[config.mk]
export PLATFORM = sky130hd
export DESIGN_NAME = multimode_preset_counter
export DESIGN_NICKNAME = d
export VERILOG_FILES = /design/src/preset_counter_pkg.sv /design/src/count_pulse_if.sv /design/src/input_filter.sv /design/src/on_count_meter.sv /design/src/multimode_preset_counter.sv
export SDC_FILE = /design/constraint.sdc
export NUM_CORES = 1
export LEC_CHECK = 0
export BUFFER_PORTS_ARGS = -buffer_cell sky130_fd_sc_hd__clkbuf_2
export CAP_MARGIN = 20
export CORE_MARGIN = 5
export CORE_UTILIZATION = 50
export DETAILED_ROUTE_END_ITERATION = 8
export GPL_TIMING_DRIVEN = 0
export HOLD_SLACK_MARGIN = 0.1
export PLACE_DENSITY = 0.68
export SLEW_MARGIN = 10
export SYNTH_ARGS = -nofsm -noshare
export SYNTH_HDL_FRONTEND = slang
export SYNTH_SLANG_ARGS = --single-unit
export TNS_END_PERCENT = 50
[constraint.sdc]
create_clock -name core_clk_i -period 7.63 [get_ports core_clk_i]
set_clock_uncertainty 0.1 [all_clocks]
set_input_delay 1.526 -clock core_clk_i [delete_from_list [all_inputs] [get_ports core_clk_i]]
set_output_delay 1.526 -clock core_clk_i [all_outputs]
set_load 0.01 [all_outputs]
[src/preset_counter_pkg.sv]
package preset_counter_pkg;

    // Value widths: six-digit counts fit in 20 bits, signed totals in 21.
    localparam int VAL_W = 20;
    localparam int SVAL_W = 21;
    localparam logic [19:0] FULL_SCALE = 20'hf423f;
    localparam logic [20:0] TOTAL_MIN = 21'h1e7961;
    localparam logic [13:0] ALARM_MAX = 14'h270f;
    localparam logic [9:0] THOUSAND = 10'h3e8;
    localparam logic [19:0] BATCH_LIMIT_MAX = 20'hf423f;

    // Clock and one-shot time base: 10 ms ticks from a 100 MHz clock.
    localparam int CLK_HZ = 100000000;
    localparam int TICK_MS = 10;
    localparam int TICK_CYCLES = CLK_HZ / 1000 * TICK_MS;
    localparam logic [13:0] ONESHOT_MIN = 14'h0001;
    localparam logic [13:0] ONESHOT_MAX = 14'h270f;

    // Minimum count signal width in microseconds for each speed.
    localparam int SLOW_WIDTH_US = 16700;
    localparam int FAST_WIDTH_US = 100;
    localparam int SLOW_WIDTH_CYC = SLOW_WIDTH_US * (CLK_HZ / 1000000);
    localparam int FAST_WIDTH_CYC = FAST_WIDTH_US * (CLK_HZ / 1000000);

    // Counter configuration.
    typedef enum logic [2:0] {
        CFG_ONE_STAGE = 3'h0,
        CFG_TWO_STAGE = 3'h1,
        CFG_TOTAL = 3'h2,
        CFG_BATCH = 3'h3,
        CFG_DUAL = 3'h4,
        CFG_TWIN = 3'h5
    } config_e;

    // Output behaviour once the count completes.
    typedef enum logic [1:0] {
        OUT_HOLD = 2'h0,
        OUT_ONESHOT = 2'h1,
        OUT_INSTANT = 2'h2
    } out_mode_e;

endpackage

[src/count_pulse_if.sv]
`timescale 1ns/1ps
interface count_pulse_if;
    logic pulse;
    logic level;
    modport src (output pulse, output level);
    modport dst (input pulse, input level);
endinterface

[src/input_filter.sv]
`timescale 1ns/1ps
module input_filter
    import preset_counter_pkg::*;
(
    input wire logic core_clk_i,
    input wire logic rst_n_i,
    input wire logic pin_i,
    input wire logic slow_i,
    count_pulse_if.src out
);
    typedef struct packed {
        logic s1;
        logic s2;
        logic lvl;
        logic [20:0] cnt;
        logic pulse;
    } filt_s;

    filt_s st_reg;
    filt_s st_next;
    logic [20:0] width;

    // Accept a level only after it has been stable for half the signal width.
    always_comb begin
        st_next = st_reg;
        width = slow_i ? 21'(SLOW_WIDTH_CYC / 2) : 21'(FAST_WIDTH_CYC / 2);
        st_next.s1 = pin_i;
        st_next.s2 = st_reg.s1;
        st_next.pulse = 1'b0;
        if (st_reg.s2 == st_reg.lvl) begin
            st_next.cnt = '0;
        end else if (st_reg.cnt >= width) begin
            st_next.lvl = st_reg.s2;
            st_next.cnt = '0;
            st_next.pulse = st_reg.s2;
        end else begin
            st_next.cnt = st_reg.cnt + 21'h1;
        end
    end

    // State register.
    always_ff @(posedge core_clk_i or negedge rst_n_i) begin
        if (!rst_n_i) begin
            st_reg <= '0;
        end else begin
            st_reg <= st_next;
        end
    end

    assign out.pulse = st_reg.pulse;
    assign out.level = st_reg.lvl;
endmodule

[src/on_count_meter.sv]
`timescale 1ns/1ps
module on_count_meter
    import preset_counter_pkg::*;
(
    input wire logic core_clk_i,
    input wire logic rst_n_i,
    input wire logic out_i,
    input wire logic [13:0] alarm_i,
    output logic [13:0] monitor_o,
    output logic alarm_o
);
    typedef struct packed {
        logic prev;
        logic [9:0] sub;
        logic [13:0] thou;
        logic alarm;
    } meter_s;

    meter_s st_reg;
    meter_s st_next;

    // Count rising edges of the output in thousands and compare.
    always_comb begin
        st_next = st_reg;
        st_next.prev = out_i;
        if (out_i && !st_reg.prev) begin
            if (st_reg.sub == THOUSAND - 10'h1) begin
                st_next.sub = '0;
                if (st_reg.thou != ALARM_MAX) begin
                    st_next.thou = st_reg.thou + 14'h1;
                end
            end else begin
                st_next.sub = st_reg.sub + 10'h1;
            end
        end
        st_next.alarm = (alarm_i != 14'h0)
            && (st_reg.thou >= alarm_i) && (st_reg.sub != 10'h0
            || st_reg.thou > alarm_i);
    end

    // State register.
    always_ff @(posedge core_clk_i or negedge rst_n_i) begin
        if (!rst_n_i) begin
            st_reg <= '0;
        end else begin
            st_reg <= st_next;
        end
    end

    assign monitor_o = st_reg.thou;
    assign alarm_o = st_reg.alarm;
endmodule

[src/multimode_preset_counter.sv]
`timescale 1ns/1ps
// What this block does
// - Batch limit setting accepted from 1 to 999999.
// - Output allocation swaps which stage drives transistor and relay.
// - ON-count alarm threshold in thousands, zero disables it.
// - Alarm raised when an ON count exceeds its threshold.
// - Monitors show ON counts divided by one thousand, read-only.
// - Preset modes drive outputs per mode on reaching set values.
// - Forecast setting holds stage-one value as deviation from set value.
// - Batch count steps per completion; batch output on at batch value.
// - Dual value is first plus or minus second input count.
// - Dual mode drives outputs when dual value reaches its set value.
// - Both dual inputs count up only like the first input.
// - Count pulses shorter than half the minimum width are filtered out.
// - Single-stage, total and dual modes switch both outputs together.
// - Present count wraps to zero after 999999.
// - Primary reset inhibits first-input counting and ends an active one-shot.
// - After power return, held outputs and one-shots restart.
// - One-shot duration programmable 0.01 s to 99.99 s.
// - Total keeps its count through present resets; total reset clears it.
// - Total counts up from 0 to 999999 and wraps to zero at full scale.
// - Batch output latches until batch reset, which clears and holds.
// - Batch value zero counts without output; batch count wraps.
// - Lowering batch value below count turns batch output on.
// - Forecast output on at forecast point, or at start if too large.
module multimode_preset_counter
    import preset_counter_pkg::*;
(
    input wire logic core_clk_i,
    input wire logic rst_n_i,
    input wire logic first_count_input_i,
    input wire logic second_count_input_i,
    input wire logic first_reset_i,
    input wire logic second_reset_i,
    input wire logic front_reset_i,
    input wire logic total_shown_i,
    input wire logic slow_speed_i,
    input wire preset_counter_pkg::config_e config_i,
    input wire preset_counter_pkg::out_mode_e out_mode_i,
    input wire logic forecast_i,
    input wire logic subtract_i,
    input wire logic allocation_swap_i,
    input wire logic [19:0] first_set_value_i,
    input wire logic [19:0] second_set_value_i,
    input wire logic [20:0] dual_set_value_i,
    input wire logic [19:0] batch_set_value_i,
    input wire logic [19:0] batch_limit_setting_i,
    input wire logic [13:0] oneshot_time_i,
    input wire logic [13:0] alarm_shared_i,
    input wire logic [13:0] alarm_first_i,
    input wire logic [13:0] alarm_second_i,
    input wire logic restore_valid_i,
    input wire logic restore_first_i,
    input wire logic restore_second_i,
    input wire logic restore_batch_i,
    output logic first_control_output_o,
    output logic second_control_output_o,
    output logic batch_output_o,
    output logic [19:0] present_count_o,
    output logic [19:0] second_count_o,
    output logic [20:0] dual_value_o,
    output logic [20:0] total_count_o,
    output logic [19:0] batch_count_o,
    output logic [13:0] on_count_monitor_o,
    output logic [13:0] on_count_monitor_first_o,
    output logic [13:0] on_count_monitor_second_o,
    output logic on_count_alarm_o
);
    typedef struct packed {
        logic [2:0] rs1;
        logic [2:0] rs2;
        logic [2:0] rsf;
        logic [19:0] pv1;
        logic [19:0] pv2;
        logic [20:0] total;
        logic [19:0] batch;
        logic batch_out;
        logic st1;
        logic st2;
        logic [13:0] os1;
        logic [13:0] os2;
        logic [19:0] tick_cnt;
        logic restored;
        logic done1;
        logic done2;
    } ctr_s;

    ctr_s st_reg;
    ctr_s st_next;
    logic out_a_reg;
    logic out_b_reg;
    logic [20:0] dual_reg;
    logic [13:0] mon_s;
    logic [13:0] mon_a;
    logic [13:0] mon_b;
    logic alm_s;
    logic alm_a;
    logic alm_b;
    logic [13:0] os_len;
    logic [19:0] batch_sv;
    logic [19:0] stage1_target;
    logic tick;
    logic rst1;
    logic rst2;
    logic rstf;
    logic reach1;
    logic reach2;
    logic hit1;
    logic hit2;
    logic one_output;
    logic [20:0] dual_val;
    logic dual_reach;

    count_pulse_if cp1_if ();
    count_pulse_if cp2_if ();

    // Count inputs are synchronised and width-filtered.
    input_filter u_filt1 (
        .core_clk_i(core_clk_i),
        .rst_n_i(rst_n_i),
        .pin_i(first_count_input_i),
        .slow_i(slow_speed_i),
        .out(cp1_if.src)
    );

    input_filter u_filt2 (
        .core_clk_i(core_clk_i),
        .rst_n_i(rst_n_i),
        .pin_i(second_count_input_i),
        .slow_i(slow_speed_i),
        .out(cp2_if.src)
    );

    // Step a count by one with a wrap at full scale.
    function automatic logic [19:0] step_wrap(input logic [19:0] v);
        step_wrap = (v >= FULL_SCALE) ? 20'h0 : v + 20'h1;
    endfunction

    // Clamp a setting into the range 1..max (the one-shot and batch limit).
    function automatic logic [19:0] clamp1(input logic [19:0] v,
                                           input logic [19:0] mx);
        clamp1 = (v == 20'h0) ? 20'h1 : ((v > mx) ? mx : v);
    endfunction

    // Derived setting values.
    always_comb begin
        os_len = 14'(clamp1({6'h0, oneshot_time_i},
                            {6'h0, ONESHOT_MAX}));
        batch_sv = (batch_set_value_i >
                    clamp1(batch_limit_setting_i, BATCH_LIMIT_MAX)) ?
                   clamp1(batch_limit_setting_i, BATCH_LIMIT_MAX) :
                   batch_set_value_i;
        // Forecast point is the deviation below the second set value.
        if (forecast_i) begin
            stage1_target = (first_set_value_i >= second_set_value_i) ?
                20'h0 : second_set_value_i - first_set_value_i;
        end else begin
            stage1_target = first_set_value_i;
        end
        tick = (st_reg.tick_cnt == 20'(TICK_CYCLES - 1));
        rst1 = st_reg.rs1[2];
        rst2 = st_reg.rs2[2];
        rstf = st_reg.rsf[2];
        one_output = (config_i == CFG_ONE_STAGE) || (config_i == CFG_TOTAL)
            || (config_i == CFG_DUAL) || (config_i == CFG_BATCH);
        if (subtract_i) begin
            dual_val = {1'b0, st_reg.pv1} - {1'b0, st_reg.pv2};
        end else begin
            dual_val = {1'b0, st_reg.pv1} + {1'b0, st_reg.pv2};
        end
        dual_reach = (dual_val == dual_set_value_i);
        reach2 = (config_i == CFG_DUAL) ? dual_reach :
                 (st_reg.pv1 >= second_set_value_i);
        if (config_i == CFG_TWIN) begin
            reach1 = st_reg.pv2 >= second_set_value_i;
            reach2 = st_reg.pv1 >= first_set_value_i;
        end else if (config_i == CFG_TWO_STAGE) begin
            reach1 = st_reg.pv1 >= stage1_target;
        end else begin
            reach1 = reach2;
        end
        hit1 = reach1 && !st_reg.done1;
        hit2 = reach2 && !st_reg.done2;
    end

    // Counting, reset handling, one-shots and batch logic.
    always_comb begin
        st_next = st_reg;
        st_next.rs1 = {st_reg.rs1[1:0], first_reset_i};
        st_next.rs2 = {st_reg.rs2[1:0], second_reset_i};
        st_next.rsf = {st_reg.rsf[1:0], front_reset_i};
        st_next.tick_cnt = tick ? 20'h0 : st_reg.tick_cnt + 20'h1;
        // First input counts unless its reset or the front reset is held.
        if (cp1_if.pulse && !rst1 && !rstf) begin
            st_next.pv1 = step_wrap(st_reg.pv1);
            if (st_reg.total == {1'b0, FULL_SCALE}) begin
                st_next.total = '0;
            end else begin
                st_next.total = st_reg.total + 21'h1;
            end
        end
        // Second input counts up only in dual and twin use.
        if (cp2_if.pulse && !rst2 && !rstf && (config_i == CFG_DUAL
            || config_i == CFG_TWIN)) begin
            st_next.pv2 = step_wrap(st_reg.pv2);
        end
        st_next.done1 = reach1;
        st_next.done2 = reach2;
        // Stage outputs follow the selected output mode.
        case (out_mode_i)
            OUT_HOLD: begin
                if (hit1) begin
                    st_next.st1 = 1'b1;
                end
                if (hit2) begin
                    st_next.st2 = 1'b1;
                end
            end
            OUT_ONESHOT: begin
                if (hit1) begin
                    st_next.os1 = os_len;
                end else if (tick && st_reg.os1 != 14'h0) begin
                    st_next.os1 = st_reg.os1 - 14'h1;
                end
                if (hit2) begin
                    st_next.os2 = os_len;
                end else if (tick && st_reg.os2 != 14'h0) begin
                    st_next.os2 = st_reg.os2 - 14'h1;
                end
                st_next.st1 = st_next.os1 != 14'h0;
                st_next.st2 = st_next.os2 != 14'h0;
            end
            OUT_INSTANT: begin
                st_next.st1 = reach1;
                st_next.st2 = reach2;
            end
            default: begin
                st_next.st1 = 1'b0;
                st_next.st2 = 1'b0;
            end
        endcase
        // Batch count steps on each completion of the main count.
        if (config_i == CFG_BATCH && hit2) begin
            st_next.batch = step_wrap(st_reg.batch);
        end
        if (batch_sv != 20'h0 && st_next.batch >= batch_sv) begin
            st_next.batch_out = 1'b1;
        end
        // Primary reset clears the present count and ends one-shots.
        if (rst1 || rstf) begin
            st_next.pv1 = '0;
            st_next.st1 = 1'b0;
            st_next.st2 = 1'b0;
            st_next.os1 = '0;
            st_next.os2 = '0;
            st_next.done1 = 1'b0;
            st_next.done2 = 1'b0;
        end
        // Second reset clears total, batch and second count in every mode.
        if (rst2 || (rstf && total_shown_i)) begin
            st_next.total = '0;
            st_next.batch = '0;
            st_next.batch_out = 1'b0;
            st_next.pv2 = '0;
        end
        // Restore saved output states once after power returns.
        if (!st_reg.restored && restore_valid_i) begin
            st_next.restored = 1'b1;
            st_next.st1 = restore_first_i;
            st_next.st2 = restore_second_i;
            st_next.batch_out = restore_batch_i;
            st_next.os1 = restore_first_i ? os_len : 14'h0;
            st_next.os2 = restore_second_i ? os_len : 14'h0;
            st_next.done1 = restore_first_i;
            st_next.done2 = restore_second_i;
        end
    end

    // State and output registers.
    always_ff @(posedge core_clk_i or negedge rst_n_i) begin
        if (!rst_n_i) begin
            st_reg <= '0;
            out_a_reg <= 1'b0;
            out_b_reg <= 1'b0;
            dual_reg <= '0;
        end else begin
            st_reg <= st_next;
            dual_reg <= dual_val;
            // Batch mode gives the first output to the batch latch.
            if (one_output && config_i != CFG_BATCH) begin
                out_a_reg <= st_next.st2;
                out_b_reg <= st_next.st2;
            end else if (config_i == CFG_BATCH) begin
                out_a_reg <= st_next.batch_out;
                out_b_reg <= st_next.st2;
            end else if (allocation_swap_i) begin
                out_a_reg <= st_next.st2;
                out_b_reg <= st_next.st1;
            end else begin
                out_a_reg <= st_next.st1;
                out_b_reg <= st_next.st2;
            end
        end
    end

    // ON-count meters for the shared output and each output.
    on_count_meter u_meter_s (
        .core_clk_i(core_clk_i),
        .rst_n_i(rst_n_i),
        .out_i(out_a_reg | out_b_reg),
        .alarm_i(alarm_shared_i),
        .monitor_o(mon_s),
        .alarm_o(alm_s)
    );

    on_count_meter u_meter_a (
        .core_clk_i(core_clk_i),
        .rst_n_i(rst_n_i),
        .out_i(out_a_reg),
        .alarm_i(alarm_first_i),
        .monitor_o(mon_a),
        .alarm_o(alm_a)
    );

    on_count_meter u_meter_b (
        .core_clk_i(core_clk_i),
        .rst_n_i(rst_n_i),
        .out_i(out_b_reg),
        .alarm_i(alarm_second_i),
        .monitor_o(mon_b),
        .alarm_o(alm_b)
    );

    // Register-fed outputs.
    assign first_control_output_o = out_a_reg;
    assign second_control_output_o = out_b_reg;
    assign batch_output_o = st_reg.batch_out;
    assign present_count_o = st_reg.pv1;
    assign second_count_o = st_reg.pv2;
    assign dual_value_o = dual_reg;
    assign total_count_o = st_reg.total;
    assign batch_count_o = st_reg.batch;
    assign on_count_monitor_o = mon_s;
    assign on_count_monitor_first_o = mon_a;
    assign on_count_monitor_second_o = mon_b;
    assign on_count_alarm_o = alm_s | alm_a | alm_b;
endmodule

# Word-level counts from Yosys, hierarchy flattened
# Index checks and enable logic that the tools add are counted.
# totals
ff_bits	295
latch_bits	0
ramBits	0
mem_bits_ro	0
out_inout_bits	148
wordCells	226
mem_count	0
# op_classes
add_sub_neg	18
mul	0
div	0
magnitude_cmp	20
n_eq_ne	19
n_shift	0
mux	58
n_bitwise	5
n_reduce_logical	65
# ops
cell	n
20-bit 2-to-1 mux	14
21-bit 2-to-1 mux	7
14-bit 2-to-1 mux	10
20-bit greater-or-equal comparator	6
14-bit nonzero test	7
20-bit by 1-bit adder with 20-bit output, second input constant	4
21-bit by 1-bit adder with 21-bit output, second input constant	3
62-bit 2-to-1 mux	1
20-bit greater-or-equal comparator, second input constant	3
14-bit by 1-bit adder with 14-bit output, second input constant	3
14-bit greater-or-equal comparator	3
21-bit greater-or-equal comparator	2
14-bit > comparator	3
14-bit inequality test, second input constant	3
31-bit 2-to-1 mux	1
10-bit by 1-bit adder with 10-bit output, second input constant	3
10-bit equality test, second input constant	3
10-bit 2-to-1 mux	3
30-bit 2-to-1 mux	1
10-bit nonzero test	3
28-bit 2-to-1 mux	1
14-bit by 1-bit subtractor with 14-bit output, second input constant	2
1-bit logical AND	23
20-bit by 20-bit adder with 21-bit output	1
other kinds (31)	75

# Depth between registers and ports, before layout
# Gate-level depths: netlist (run 1).
# logic_depth
word_depth	16
mapped_depth	32
depth_no_buf	30

# Modules after synthesis
# A second synthesis (run 1) with hierarchy kept.
# unflattened
hier_cells	2901
hier_area_um2	24677.4
# modules_own_cells
mod	instances	cells_each	area_each_um2	seq_area_each_um2
multimode_preset_counter	1	2056	16587.2	4179.0
on_count_meter	3	187	1714.1	650.6
input_filter	2	142	1473.9	625.6

# Worst setup path before layout (run 1)
# No wires, ideal clock.
# synth_path
path_type	input to register
from	in second_set_value_i[0]
to	reg st_reg[41] in the netlist's numbering
setup_ps	126
arrival_ps	7037
required_ps	7404
slack_ps	367
stages	28
path_cell_list	inv_1 -> ha_1 -> inv_1 -> fa_1 -> a21o_1 -> a21oi_1 -> o21ai_0 -> a21o_1 -> a21oi_1 -> o21bai_1 -> a221oi_1 -> o21ai_0 -> and3_1 -> clkbuf_1 -> buf_1 -> a2bb2oi_1 -> ha_1 -> a21o_1 -> a21o_1 -> a2111oi_0 -> nand2_1 -> o311ai_0 -> nand2b_1 -> o22ai_2 -> a31oi_1 -> clkbuf_1 -> nor2_1 -> o311a_1
# synth_via
elab_chain_cells	12
elab_cells_between_ends	16
# synth_lines
item	line	source
from (decl)	multimode_preset_counter.sv:44	input wire logic [19:0] second_set_value_i,
20-bit subtractor or 20-bit greater-or-equal comparator (tied branches)	multimode_preset_counter.sv:156, multimode_preset_counter.sv:155	
20-bit 2-to-1 mux	multimode_preset_counter.sv:155	stage1_target = (first_set_value_i >= second_set_value_i) ?
20-bit 2-to-1 mux	multimode_preset_counter.sv:154	if (forecast_i) begin
20-bit greater-or-equal comparator	multimode_preset_counter.sv:178	reach1 = st_reg.pv1 >= stage1_target;
1-bit 2-to-1 mux	multimode_preset_counter.sv:177	end else if (config_i == CFG_TWO_STAGE) begin
1-bit 2-to-1 mux *	multimode_preset_counter.sv:174	if (config_i == CFG_TWIN) begin
1-bit logical AND *	multimode_preset_counter.sv:182	hit1 = reach1 && !st_reg.done1;
14-bit 2-to-1 mux *	multimode_preset_counter.sv:220	if (hit1) begin
14-bit 2-to-1 mux *	multimode_preset_counter.sv:210	case (out_mode_i)
28-bit 2-to-1 mux *	multimode_preset_counter.sv:210	
30-bit 2-to-1 mux *	multimode_preset_counter.sv:250	if (rst1 || rstf) begin
31-bit 2-to-1 mux *	multimode_preset_counter.sv:267	if (!st_reg.restored && restore_valid_i) begin
to (signal assigned)	multimode_preset_counter.sv:287	st_reg <= st_next;
to (decl)	multimode_preset_counter.sv:88	ctr_s st_reg;
# Every way passes the cells marked *; elsewhere a longest branch is shown, timed or not. The select of a mux whose other input is x is not followed.
# A chain may end at the register's enable or synchronous reset.

# Worst setup path in the final report (run 1)
# Ends and elaborated chain as after synthesis.

==> impl_metrics.env, run 1 <==
export IMPL_r2r_setup_slack_ps=650
export IMPL_drive_above_1_share=0.1744
export IMPL_syn_area_sq_mm=0.02340
export IMPL_worstRegToRegCells=22
export IMPL_p_int_w=0.003037
export IMPL_cts_made_buffers=36
export IMPL_cp_common_cell="a21o_1"
export IMPL_design_core_area_sq_mm=0.04646
export IMPL_syn_nets=3216
export IMPL_cap_violations=0
export IMPL_dp_cells=3730
export IMPL_whs_path_depth=0
export IMPL_p_sw_frac=0.2673
export IMPL_row_count=79
export IMPL_worst_setup_path_end_kind="flip-flop"
export IMPL_yosys_register_bits=295
export IMPL_fill_cells=4289
export IMPL_cp_slowest_stage_delay_ps=400
export IMPL_globalplace_congestion=0.9310
export IMPL_slowest_stage="fa_1"
export IMPL_finalSetupTns_ps=0
export IMPL_cp_num_buf_inv=6
export IMPL_timing_rr_end="st_reg[45]"
export IMPL_start_kind="primary input"
export IMPL_vias_per_cell=5.706
export IMPL_synth_top_area_frac=0.3155
export IMPL_cts_sinks=295
export IMPL_slew_headroom=0.3245
export IMPL_cts_buffer_depth=3
export IMPL_layout_commonest_cell="clkbuf_2"
export IMPL_async_flop_share=1.000
export IMPL_maxSlewViolCount=0
export IMPL_status="finished, final reports clean"
export IMPL_p_per_area_mw_per_mm2=152.1
export IMPL_pwr_share_clk=0.467
export IMPL_yosys_area_top_type="dfrtp_1"
export IMPL_clkTransAtPathRegs_ps=60
export IMPL_grt_pass1_vias=21460
export IMPL_num_io_pins=326
export IMPL_htreeDepth=2
export IMPL_via_count=21670
export IMPL_min_period_ps=7267
export IMPL_worst_r2r_startpoint="second_count_o[2]"
export IMPL_layout_common_cells="clkbuf_2, dfrtp_1, nor2_1, ha_1, nand2_1"
export IMPL_cp_top_family="compound AO/OA/AOI/OAI gates"
export IMPL_vdd_drop_max_uv=172.1
export IMPL_insertion_delay_ps=560
export IMPL_yosys_warnings=0
export IMPL_die_w_um=226.3
export IMPL_root_buffer="clkbuf_16"
export IMPL_fin_nets=3583
export IMPL_final_hold_violation_count=0
export IMPL_hold_class="flip-flop to flip-flop"
export IMPL_hold_end="rstf"
export IMPL_tightest_slew_ps=1013
export IMPL_ys_top_cells_by_area="dfrtp_1, ha_1, nor2_1"
export IMPL_firstDrtPassIters=5
export IMPL_final_seq_area_sq_mm=0.007382
export IMPL_multi_input_area_sq_mm=0.01420
export IMPL_grt_pass1_wl_um=109400
export IMPL_cp_arrival_ps=7610
export IMPL_hp_start="st_next[137]"
export IMPL_cp_max_fo=10
export IMPL_largest_reg_flops=53
export IMPL_timing_fmax_mhz=137.6
export IMPL_start_util=0.5037
export IMPL_io_buffers=325
export IMPL_grt_use_total=0.2587
export IMPL_synth_distinct_cells=80
export IMPL_wirelength_um=67720
export IMPL_syn2layout_area_growth_pct=16.46
export IMPL_ys_flop_type="dfrtp_1"
export IMPL_ys_seq_area_frac=0.3155
export IMPL_path_depth=31
export IMPL_netlist_instances=2795
export IMPL_post_route_drc_count=0
export IMPL_grt_max_degree=94
export IMPL_overflow=0
export IMPL_ant_nets=0
export IMPL_die_h_um=226.3
export IMPL_cts_tree="done"
export IMPL_dp_hpwl_um=53730
export IMPL_syn_area_per_cell_sq_um=8.372
export IMPL_holdWs_ps=247.3
export IMPL_antenna_found_initial=3
export IMPL_dr_first_iter_drc_count=1415
export IMPL_pwr_share_seq=0.399
export IMPL_required_ps=7970
export IMPL_wl_per_cell_um=17.83
export IMPL_die_area_sq_mm=0.05122
export IMPL_synth_edf_count=0
export IMPL_p_sw_w=0.001108
export IMPL_period_share=0.9525
export IMPL_combPwrFrac=0.135
export IMPL_crit_type="primary input to flip-flop"
export IMPL_fin_cells=3797
export IMPL_p_leak_nw=13.97
export IMPL_finalSetupViolations=0
-- layer usage --
layer,vias to the layer above,GRT usage,share of wire
li1,10580,-,-
met2,665,0.4271,0.47
met5,-,0,0.00010
met4,2,0.09354,0.034
met3,129,0.03832,0.058
met1,10290,0.3481,0.44
-- Yosys cell counts, drive strengths merged (9+ instances only) --
cell	n
dfrtp	295
nor2	288
ha	241
nand2	228
o21ai	211
inv	154
buf	137
a21oi	133
xnor2	120
nand3	100
xor2	87
nand4	86
and3	84
clkbuf	70
nor3	58
nor4	48
a21o	47
nand2b	47
nor2b	36
or3	25
a31oi	22
a2bb2oi	18
o21a	18
and2	17
a211oi	16
o22ai	16
o31ai	15
nor3b	11
o211ai	11
or4	11
a211o	9
-- stage by stage --
step | instance area [sq um] | setup WS [ps] | utilization | power (W)
6_report | 27250 | 362.6 | 0.5866 | 0.004144
5_1_grt | 27250 | -13.73 | 0.5865 | 0.004338
4_1_cts | 27210 | 34.07 | 0.5858 | 0.004187
3_5_place_dp | 25880 | -993.4 | 0.5570 | 0.002230
3_3_place_gp | 25780 | -1469 | 0.5550 | 0.002206
2_1_floorplan | 23400 | 367.0 | - | 0.002008
-- power by group through the flow --
stage / logic (W) / clock network (W) / registers [W]
final: 0.000558 / 0.00193 / 0.00165
after global routing: 0.000635 / 0.00204 / 0.00166
after CTS: 0.000556 / 0.00198 / 0.00165
after detailed placement: 0.000553 / 0 / 0.00168
after global placement: 0.000529 / 0 / 0.00168
after floorplan: 0.000342 / 0 / 0.00167
-- area by class of cell --
type                    count  area share
multi-input cells        2138      0.5211
flip-flops and latches    295      0.2709
repair buffers            329     0.06332
plain buffers             207     0.04651
clock buffers              42     0.03499
well taps                 607     0.02787
inverters                 155     0.02135
clock inverters            22     0.01373
diodes                      2   0.0001837
-- worst reg2reg max path, stage by stage (launching register included) --
cell and delay (ps):
dfrtp_1 420, clkbuf_1 200, or3_1 410, nor3b_1 540, nand2_1 130, nor2_1 260
nor2_1 90, xnor2_1 140, ha_1 270, buf_2 180, a21oi_1 380, o21ai_0 220
a311oi_1 540, nor2_1 170, nor4_1 470, o2111ai_1 170, nor4_1 300, nand4_1 350
o22ai_2 480, a21o_1 360, buf_4 240, nor2_1 70, a221o_1 340
-- cell families (layout without fill, tap and decap cells) --
group | Yosys count | in the layout | synth area share
compound gates | 597 | 597 | 0.1591
xor+xnor | 211 | 211 | 0.08144
fa+ha+maj | 243 | 243 | 0.1306
buf+inv | 362 | 755 | 0.07882
flops | 295 | 295 | 0.3155
mux | 13 | 13 | 0.005936
other cells | 0 | 2 | 0
simple gates | 1074 | 1074 | 0.2287
-- worst max path at each step --
stage	from	endpoint	slack, ps
after global routing	second_set_value_i[0]	st_reg[45]	-10
after detailed placement	second_set_value_i[0]	st_reg[41]	-990
after global placement	rst_n_i	u_meter_b.monitor_o[10]	-1470
after CTS	second_set_value_i[0]	st_reg[41]	30
final	second_set_value_i[0]	st_reg[41]	360
after floorplan	second_set_value_i[0]	st_reg[41]	370
-- timing repair --
item                                    CTS  global route
hold buffers                              0             0
hold endpoints to repair                  0             0
buffers inserted                          0             1
pin swaps                                 0             1
resized for setup                         4            11
endpoints found under the setup margin   13            16
No activity file was read; power rests on OpenSTA's default activity.
==> inputs of run 2 (changes only) <==
- PLACE_DENSITY: 0.68 -> 0.71
==> impl_metrics.env, run 2 (synthesis gave the netlist of run 1 again) <==
export IMPL_grt_pass1_vias=21040
export IMPL_combPwrFrac=0.141
export IMPL_p_leak_nw=13.93
export IMPL_pwr_share_seq=0.413
export IMPL_cp_arrival_ps=7600
export IMPL_final_hold_violation_count=0
export IMPL_worst_setup_path_end_kind="flip-flop"
export IMPL_status="finished, final reports clean"
export IMPL_clkTransAtPathRegs_ps=70
export IMPL_hp_start="u_filt2.st_next[23]"
export IMPL_hold_buffers=0
export IMPL_firstDrtPassIters=7
export IMPL_die_area_sq_mm=0.05122
export IMPL_final_util=0.5845
export IMPL_insertion_delay_ps=570
export IMPL_period_share=0.9505
export IMPL_cp_slowest_stage_delay_ps=410
export IMPL_rsz0062_at_grt="no"
export IMPL_design_core_area_sq_mm=0.04646
export IMPL_vdd_drop_max_uv=176.0
export IMPL_worst_r2r_startpoint="second_count_o[2]"
export IMPL_post_route_drc_count=0
export IMPL_tightest_slew_ps=1044
export IMPL_layout_commonest_cell="clkbuf_2"
export IMPL_drive_above_1_share=0.1741
export IMPL_largest_reg_flops=53
export IMPL_vias_per_cell=5.734
export IMPL_die_h_um=226.3
export IMPL_pwr_share_clk=0.446
export IMPL_grt_max_degree=91
export IMPL_start_kind="primary input"
export IMPL_syn2layout_area_growth_pct=16.04
export IMPL_cp_max_fo=10
export IMPL_globalplace_congestion=0.9105
export IMPL_p_sw_frac=0.2731
export IMPL_p_int_w=0.002905
export IMPL_dp_cells=3730
export IMPL_wl_per_cell_um=17.67
export IMPL_htreeDepth=2
export IMPL_cap_violations=0
export IMPL_crit_type="primary input to flip-flop"
export IMPL_finalPower_w=0.003997
export IMPL_finalSetupViolations=0
export IMPL_p_sw_w=0.001092
export IMPL_grt_pass1_wl_um=107000
export IMPL_fin_cells=3795
export IMPL_die_w_um=226.3
export IMPL_wirelength_um=67040
export IMPL_io_buffers=325
export IMPL_root_buffer="clkbuf_16"
export IMPL_start_util=0.5037
export IMPL_timing_fmax_mhz=137.9
export IMPL_cts_sinks=295
export IMPL_dp_hpwl_um=52980
export IMPL_p_per_area_mw_per_mm2=147.2
export IMPL_slew_headroom=0.3040
export IMPL_cts_buffer_depth=3
export IMPL_maxSlewViolCount=0
export IMPL_via_count=21760
export IMPL_finalSetupTns_ps=0
export IMPL_layout_common_cells="clkbuf_2, dfrtp_1, nor2_1, ha_1, nand2_1"
export IMPL_cts_tree="done"
export IMPL_cts_made_buffers=36
export IMPL_overflow=0
export IMPL_crit_start="second_set_value_i[0]"
export IMPL_cp_common_cell="a21o_1"
export IMPL_antenna_cells=0
export IMPL_hold_class="flip-flop to flip-flop"
export IMPL_row_count=79
export IMPL_dr_first_iter_drc_count=1516
export IMPL_num_io_pins=326
export IMPL_fin_nets=3583
export IMPL_slowest_stage="a2111oi_2"
export IMPL_grt_use_total=0.2523
export IMPL_antenna_found_initial=5
export IMPL_required_ps=7980
export IMPL_min_period_ps=7253
export IMPL_ant_nets=0
-- run 2: cell count changes in the layout (fill, tap and decap cells not counted) --
cell | previous run | this run
a2111oi_0 | 1 | 2
buf_2 | 10 | 9
clkbuf_8 | 4 | 8
bufinv_16 | 9 | 4
diode_2 | 2 | 0
a2111oi_1 | 1 | 0
clkbuf_1 | 68 | 69
clkinv_2 | 7 | 8
-- run 2: what timing repair did --
action                                  CTS  global route
pin swaps                                 0             1
buffers inserted                          0             1
endpoints found under the setup margin   14            16
resized for setup                         4             7
-- run 2: power groups by stage --
stage / clock, W / combinational, W / sequential [W]
detailed placement: 0 / 0.000554 / 0.00168
CTS: 0.00183 / 0.000559 / 0.00165
finish: 0.00178 / 0.000562 / 0.00165
global route: 0.00190 / 0.000633 / 0.00166
global placement: 0 / 0.000531 / 0.00168
floorplan: 0 / 0.000342 / 0.00167
-- run 2: per-stage QoR --
stage | setup WS [ps] | hold slack, ps | instance area [sq um]
after detailed placement | -1055 | 234.7 | 25880
after floorplan | 367.0 | 231.2 | 23400
after CTS | 12.80 | 247.2 | 27130
after global routing | 14.52 | 260.6 | 27150
after global placement | -1383 | 236.5 | 25780
final | 377.4 | 247.2 | 27150
-- run 2: final cells by class --
type | instances | area (sq um)
multi-input combinational | 2138 | 14200
fill | 4233 | 19300
clock inverter | 18 | 229.0
tap | 607 | 759.5
clock buffer | 46 | 1008
timing repair buffer | 329 | 1725
buffer | 207 | 1266
sequential | 295 | 7382
inverter | 155 | 581.8
-- run 2: metal layers --
layer	vias to the layer above	track usage	share of wire
met1	10400	0.3410	0.45
li1	10590	-	-
met2	658	0.4239	0.47
met4	10	0.07006	0.025
met3	111	0.03884	0.058
met5	-	0	0.0011
-- run 2: worst max-delay path: cells and delay by family --
family / cells / cell delay, ps
compound gates: 18 / 3660
fa+ha+maj: 3 / 820
buf+inv: 6 / 1010
simple gates: 4 / 570
-- run 2: final timing paths --
check	end	slack, ps	cells after the start
setup / recovery	st_reg[41]	380	31
setup reg to reg	st_reg[45]	790	22
hold / removal	u_filt2.st_reg[23]	250	0
hold reg to reg	u_filt2.st_reg[23]	250	0
max in group asynchronous	u_filt1.st_reg[5]	5350	3
min in group asynchronous	u_meter_b.monitor_o[9]	860	1
==> inputs of run 3 (changes only) <==
- clock period: 7.63 -> 7.4 ns (I/O delays scaled with it)
==> impl_metrics.env, run 3 (synthesis gave the netlist of run 1 again) <==
export IMPL_firstDrtPassIters=6
export IMPL_layout_common_cells="clkbuf_2, dfrtp_1, nor2_1, ha_1, nand2_1"
export IMPL_layout_commonest_cell="clkbuf_2"
export IMPL_period_share=0.9456
export IMPL_start_util=0.5037
export IMPL_row_count=79
export IMPL_final_seq_area_sq_mm=0.007382
export IMPL_use_met3=0.03923
export IMPL_grt_pass1_wl_um=106900
export IMPL_start_kind="primary input"
export IMPL_crit_start="second_set_value_i[0]"
export IMPL_cts_setup_buffers=0
export IMPL_use_met2=0.4228
export IMPL_cp_arrival_ps=7350
export IMPL_die_h_um=226.3
export IMPL_antenna_cells=0
export IMPL_multi_input_area_sq_mm=0.01422
export IMPL_timing_rr_end="st_reg[25]"
export IMPL_p_leak_nw=13.93
export IMPL_cts_made_buffers=36
export IMPL_final_hold_violation_count=0
export IMPL_cp_slowest_stage_delay_ps=410
export IMPL_worstRegToRegCells=22
export IMPL_cp_common_cell="a21o_1"
export IMPL_dp_hpwl_um=52980
export IMPL_tightest_slew_ps=1065
export IMPL_largest_reg_flops=53
export IMPL_fin_nets=3580
export IMPL_fin_cells=3792
export IMPL_grt_max_degree=91
export IMPL_htreeDepth=2
export IMPL_dp_cells=3730
export IMPL_final_util=0.5846
export IMPL_wl_per_cell_um=17.66
export IMPL_status="finished, final reports clean"
export IMPL_root_buffer="clkbuf_16"
export IMPL_cts_sinks=295
export IMPL_num_io_pins=326
export IMPL_slew_headroom=0.2898
export IMPL_grt_use_total=0.2520
export IMPL_io_buffers=325
export IMPL_post_route_drc_count=0
export IMPL_rsz0062_at_grt="no"
export IMPL_timing_fmax_mhz=142.9
export IMPL_drive_above_1_share=0.1752
export IMPL_grt_busiest_layer="met2"
export IMPL_fill_cells=4237
export IMPL_maxSlewViolCount=0
export IMPL_die_area_sq_mm=0.05122
export IMPL_finalSetupViolations=0
export IMPL_syn2layout_area_growth_pct=16.07
export IMPL_cts_tree="done"
export IMPL_gr_usage_met1=0.3408
export IMPL_ant_nets=0
export IMPL_worst_r2r_startpoint="second_count_o[2]"
export IMPL_cp_max_fo=18
export IMPL_grt_pass1_vias=21030
export IMPL_vdd_drop_max_uv=181.4
export IMPL_hold_class="flip-flop to flip-flop"
export IMPL_antenna_found_initial=5
export IMPL_r2r_setup_slack_ps=710
export IMPL_die_w_um=226.3
export IMPL_p_per_area_mw_per_mm2=151.6
export IMPL_vias_per_cell=5.718
export IMPL_min_period_ps=6998
export IMPL_overflow=0
export IMPL_crit_type="primary input to flip-flop"
export IMPL_via_count=21680
export IMPL_insertion_delay_ps=570
export IMPL_wirelength_um=66950
export IMPL_cts_buffer_depth=3
export IMPL_required_ps=7750
export IMPL_crit_end="st_reg[41]"
export IMPL_dr_first_iter_drc_count=1517
export IMPL_clkTransAtPathRegs_ps=70
export IMPL_worst_setup_path_end_kind="flip-flop"
export IMPL_slowest_stage="a2111oi_2"
export IMPL_cap_violations=0
export IMPL_globalplace_congestion=0.9105
export IMPL_design_core_area_sq_mm=0.04646
[run 3: worst min path at each step]
stage	to	startpoint	depth (start not counted)
2_1_floorplan	rst1	st_next[143]	0
3_3_place_gp	rst2	st_next[140]	0
3_5_place_dp	u_filt2.st_reg[23]	u_filt2.st_next[23]	0
4_1_cts	u_filt2.st_reg[23]	u_filt2.st_next[23]	0
5_1_grt	rstf	st_next[137]	0
6_report	u_filt2.st_reg[23]	u_filt2.st_next[23]	0
[run 3: cell type report]
type	instances	area share
clock inverter	18	0.008431
multi-input combinational	2138	0.5235
sequential	295	0.2718
timing repair buffer	328	0.06325
clock buffer	46	0.03713
inverter	155	0.02142
buffer	205	0.04648
tap	607	0.02796
[run 3: worst max-delay path: cells and delay by family]
kind                       cells  cell delay [ps]
AOI/OAI and AO/OA             18             3720
adders and majority gates      3              820
and+or+nand+nor                4              790
buffers and inverters          4              510
[run 3: routing by layer]
metal,vias to the layer above,routed length [um]
met4,10,1772
li1,10580,-
met1,10360,29930
met5,-,71
met3,115,3772
met2,618,31400
[run 3: timing repair]
| action | 4_1_cts | 5_1_grt |
|---|---|---|
| hold buffers | 0 | 0 |
| setup endpoints to repair | 16 | 16 |
| gates resized for setup | 5 | 14 |
| pin swaps | 0 | 1 |
[run 3: power by group]
| part | internal [W] | leakage, nW | switching, W |
|---|---|---|---|
| Sequential | 0.00165 | 4.05 | 0.0000487 |
| Combinational | 0.000230 | 9.27 | 0.000348 |
| Clock | 0.00111 | 0.611 | 0.000725 |
| Total | 0.00300 | 13.9 | 0.00112 |
[run 3: per-stage QoR]
| stage | setup slack (ps) | setup TNS (ps) | hold slack [ps] | total power [W] | instance area (sq um) |
|---|---|---|---|---|---|
| detailed placement | -1239 | -17250 | 234.7 | 0.002301 | 25880 |
| finish | 402.2 | 0 | 247.2 | 0.004117 | 27160 |
| CTS | 65.21 | 0 | 247.2 | 0.004165 | 27120 |
| global placement | -1567 | -463220 | 236.5 | 0.002276 | 25780 |
| floorplan | 183.0 | 0 | 231.2 | 0.002071 | 23400 |
| global route | 49.28 | 0 | 260.6 | 0.004322 | 27160 |
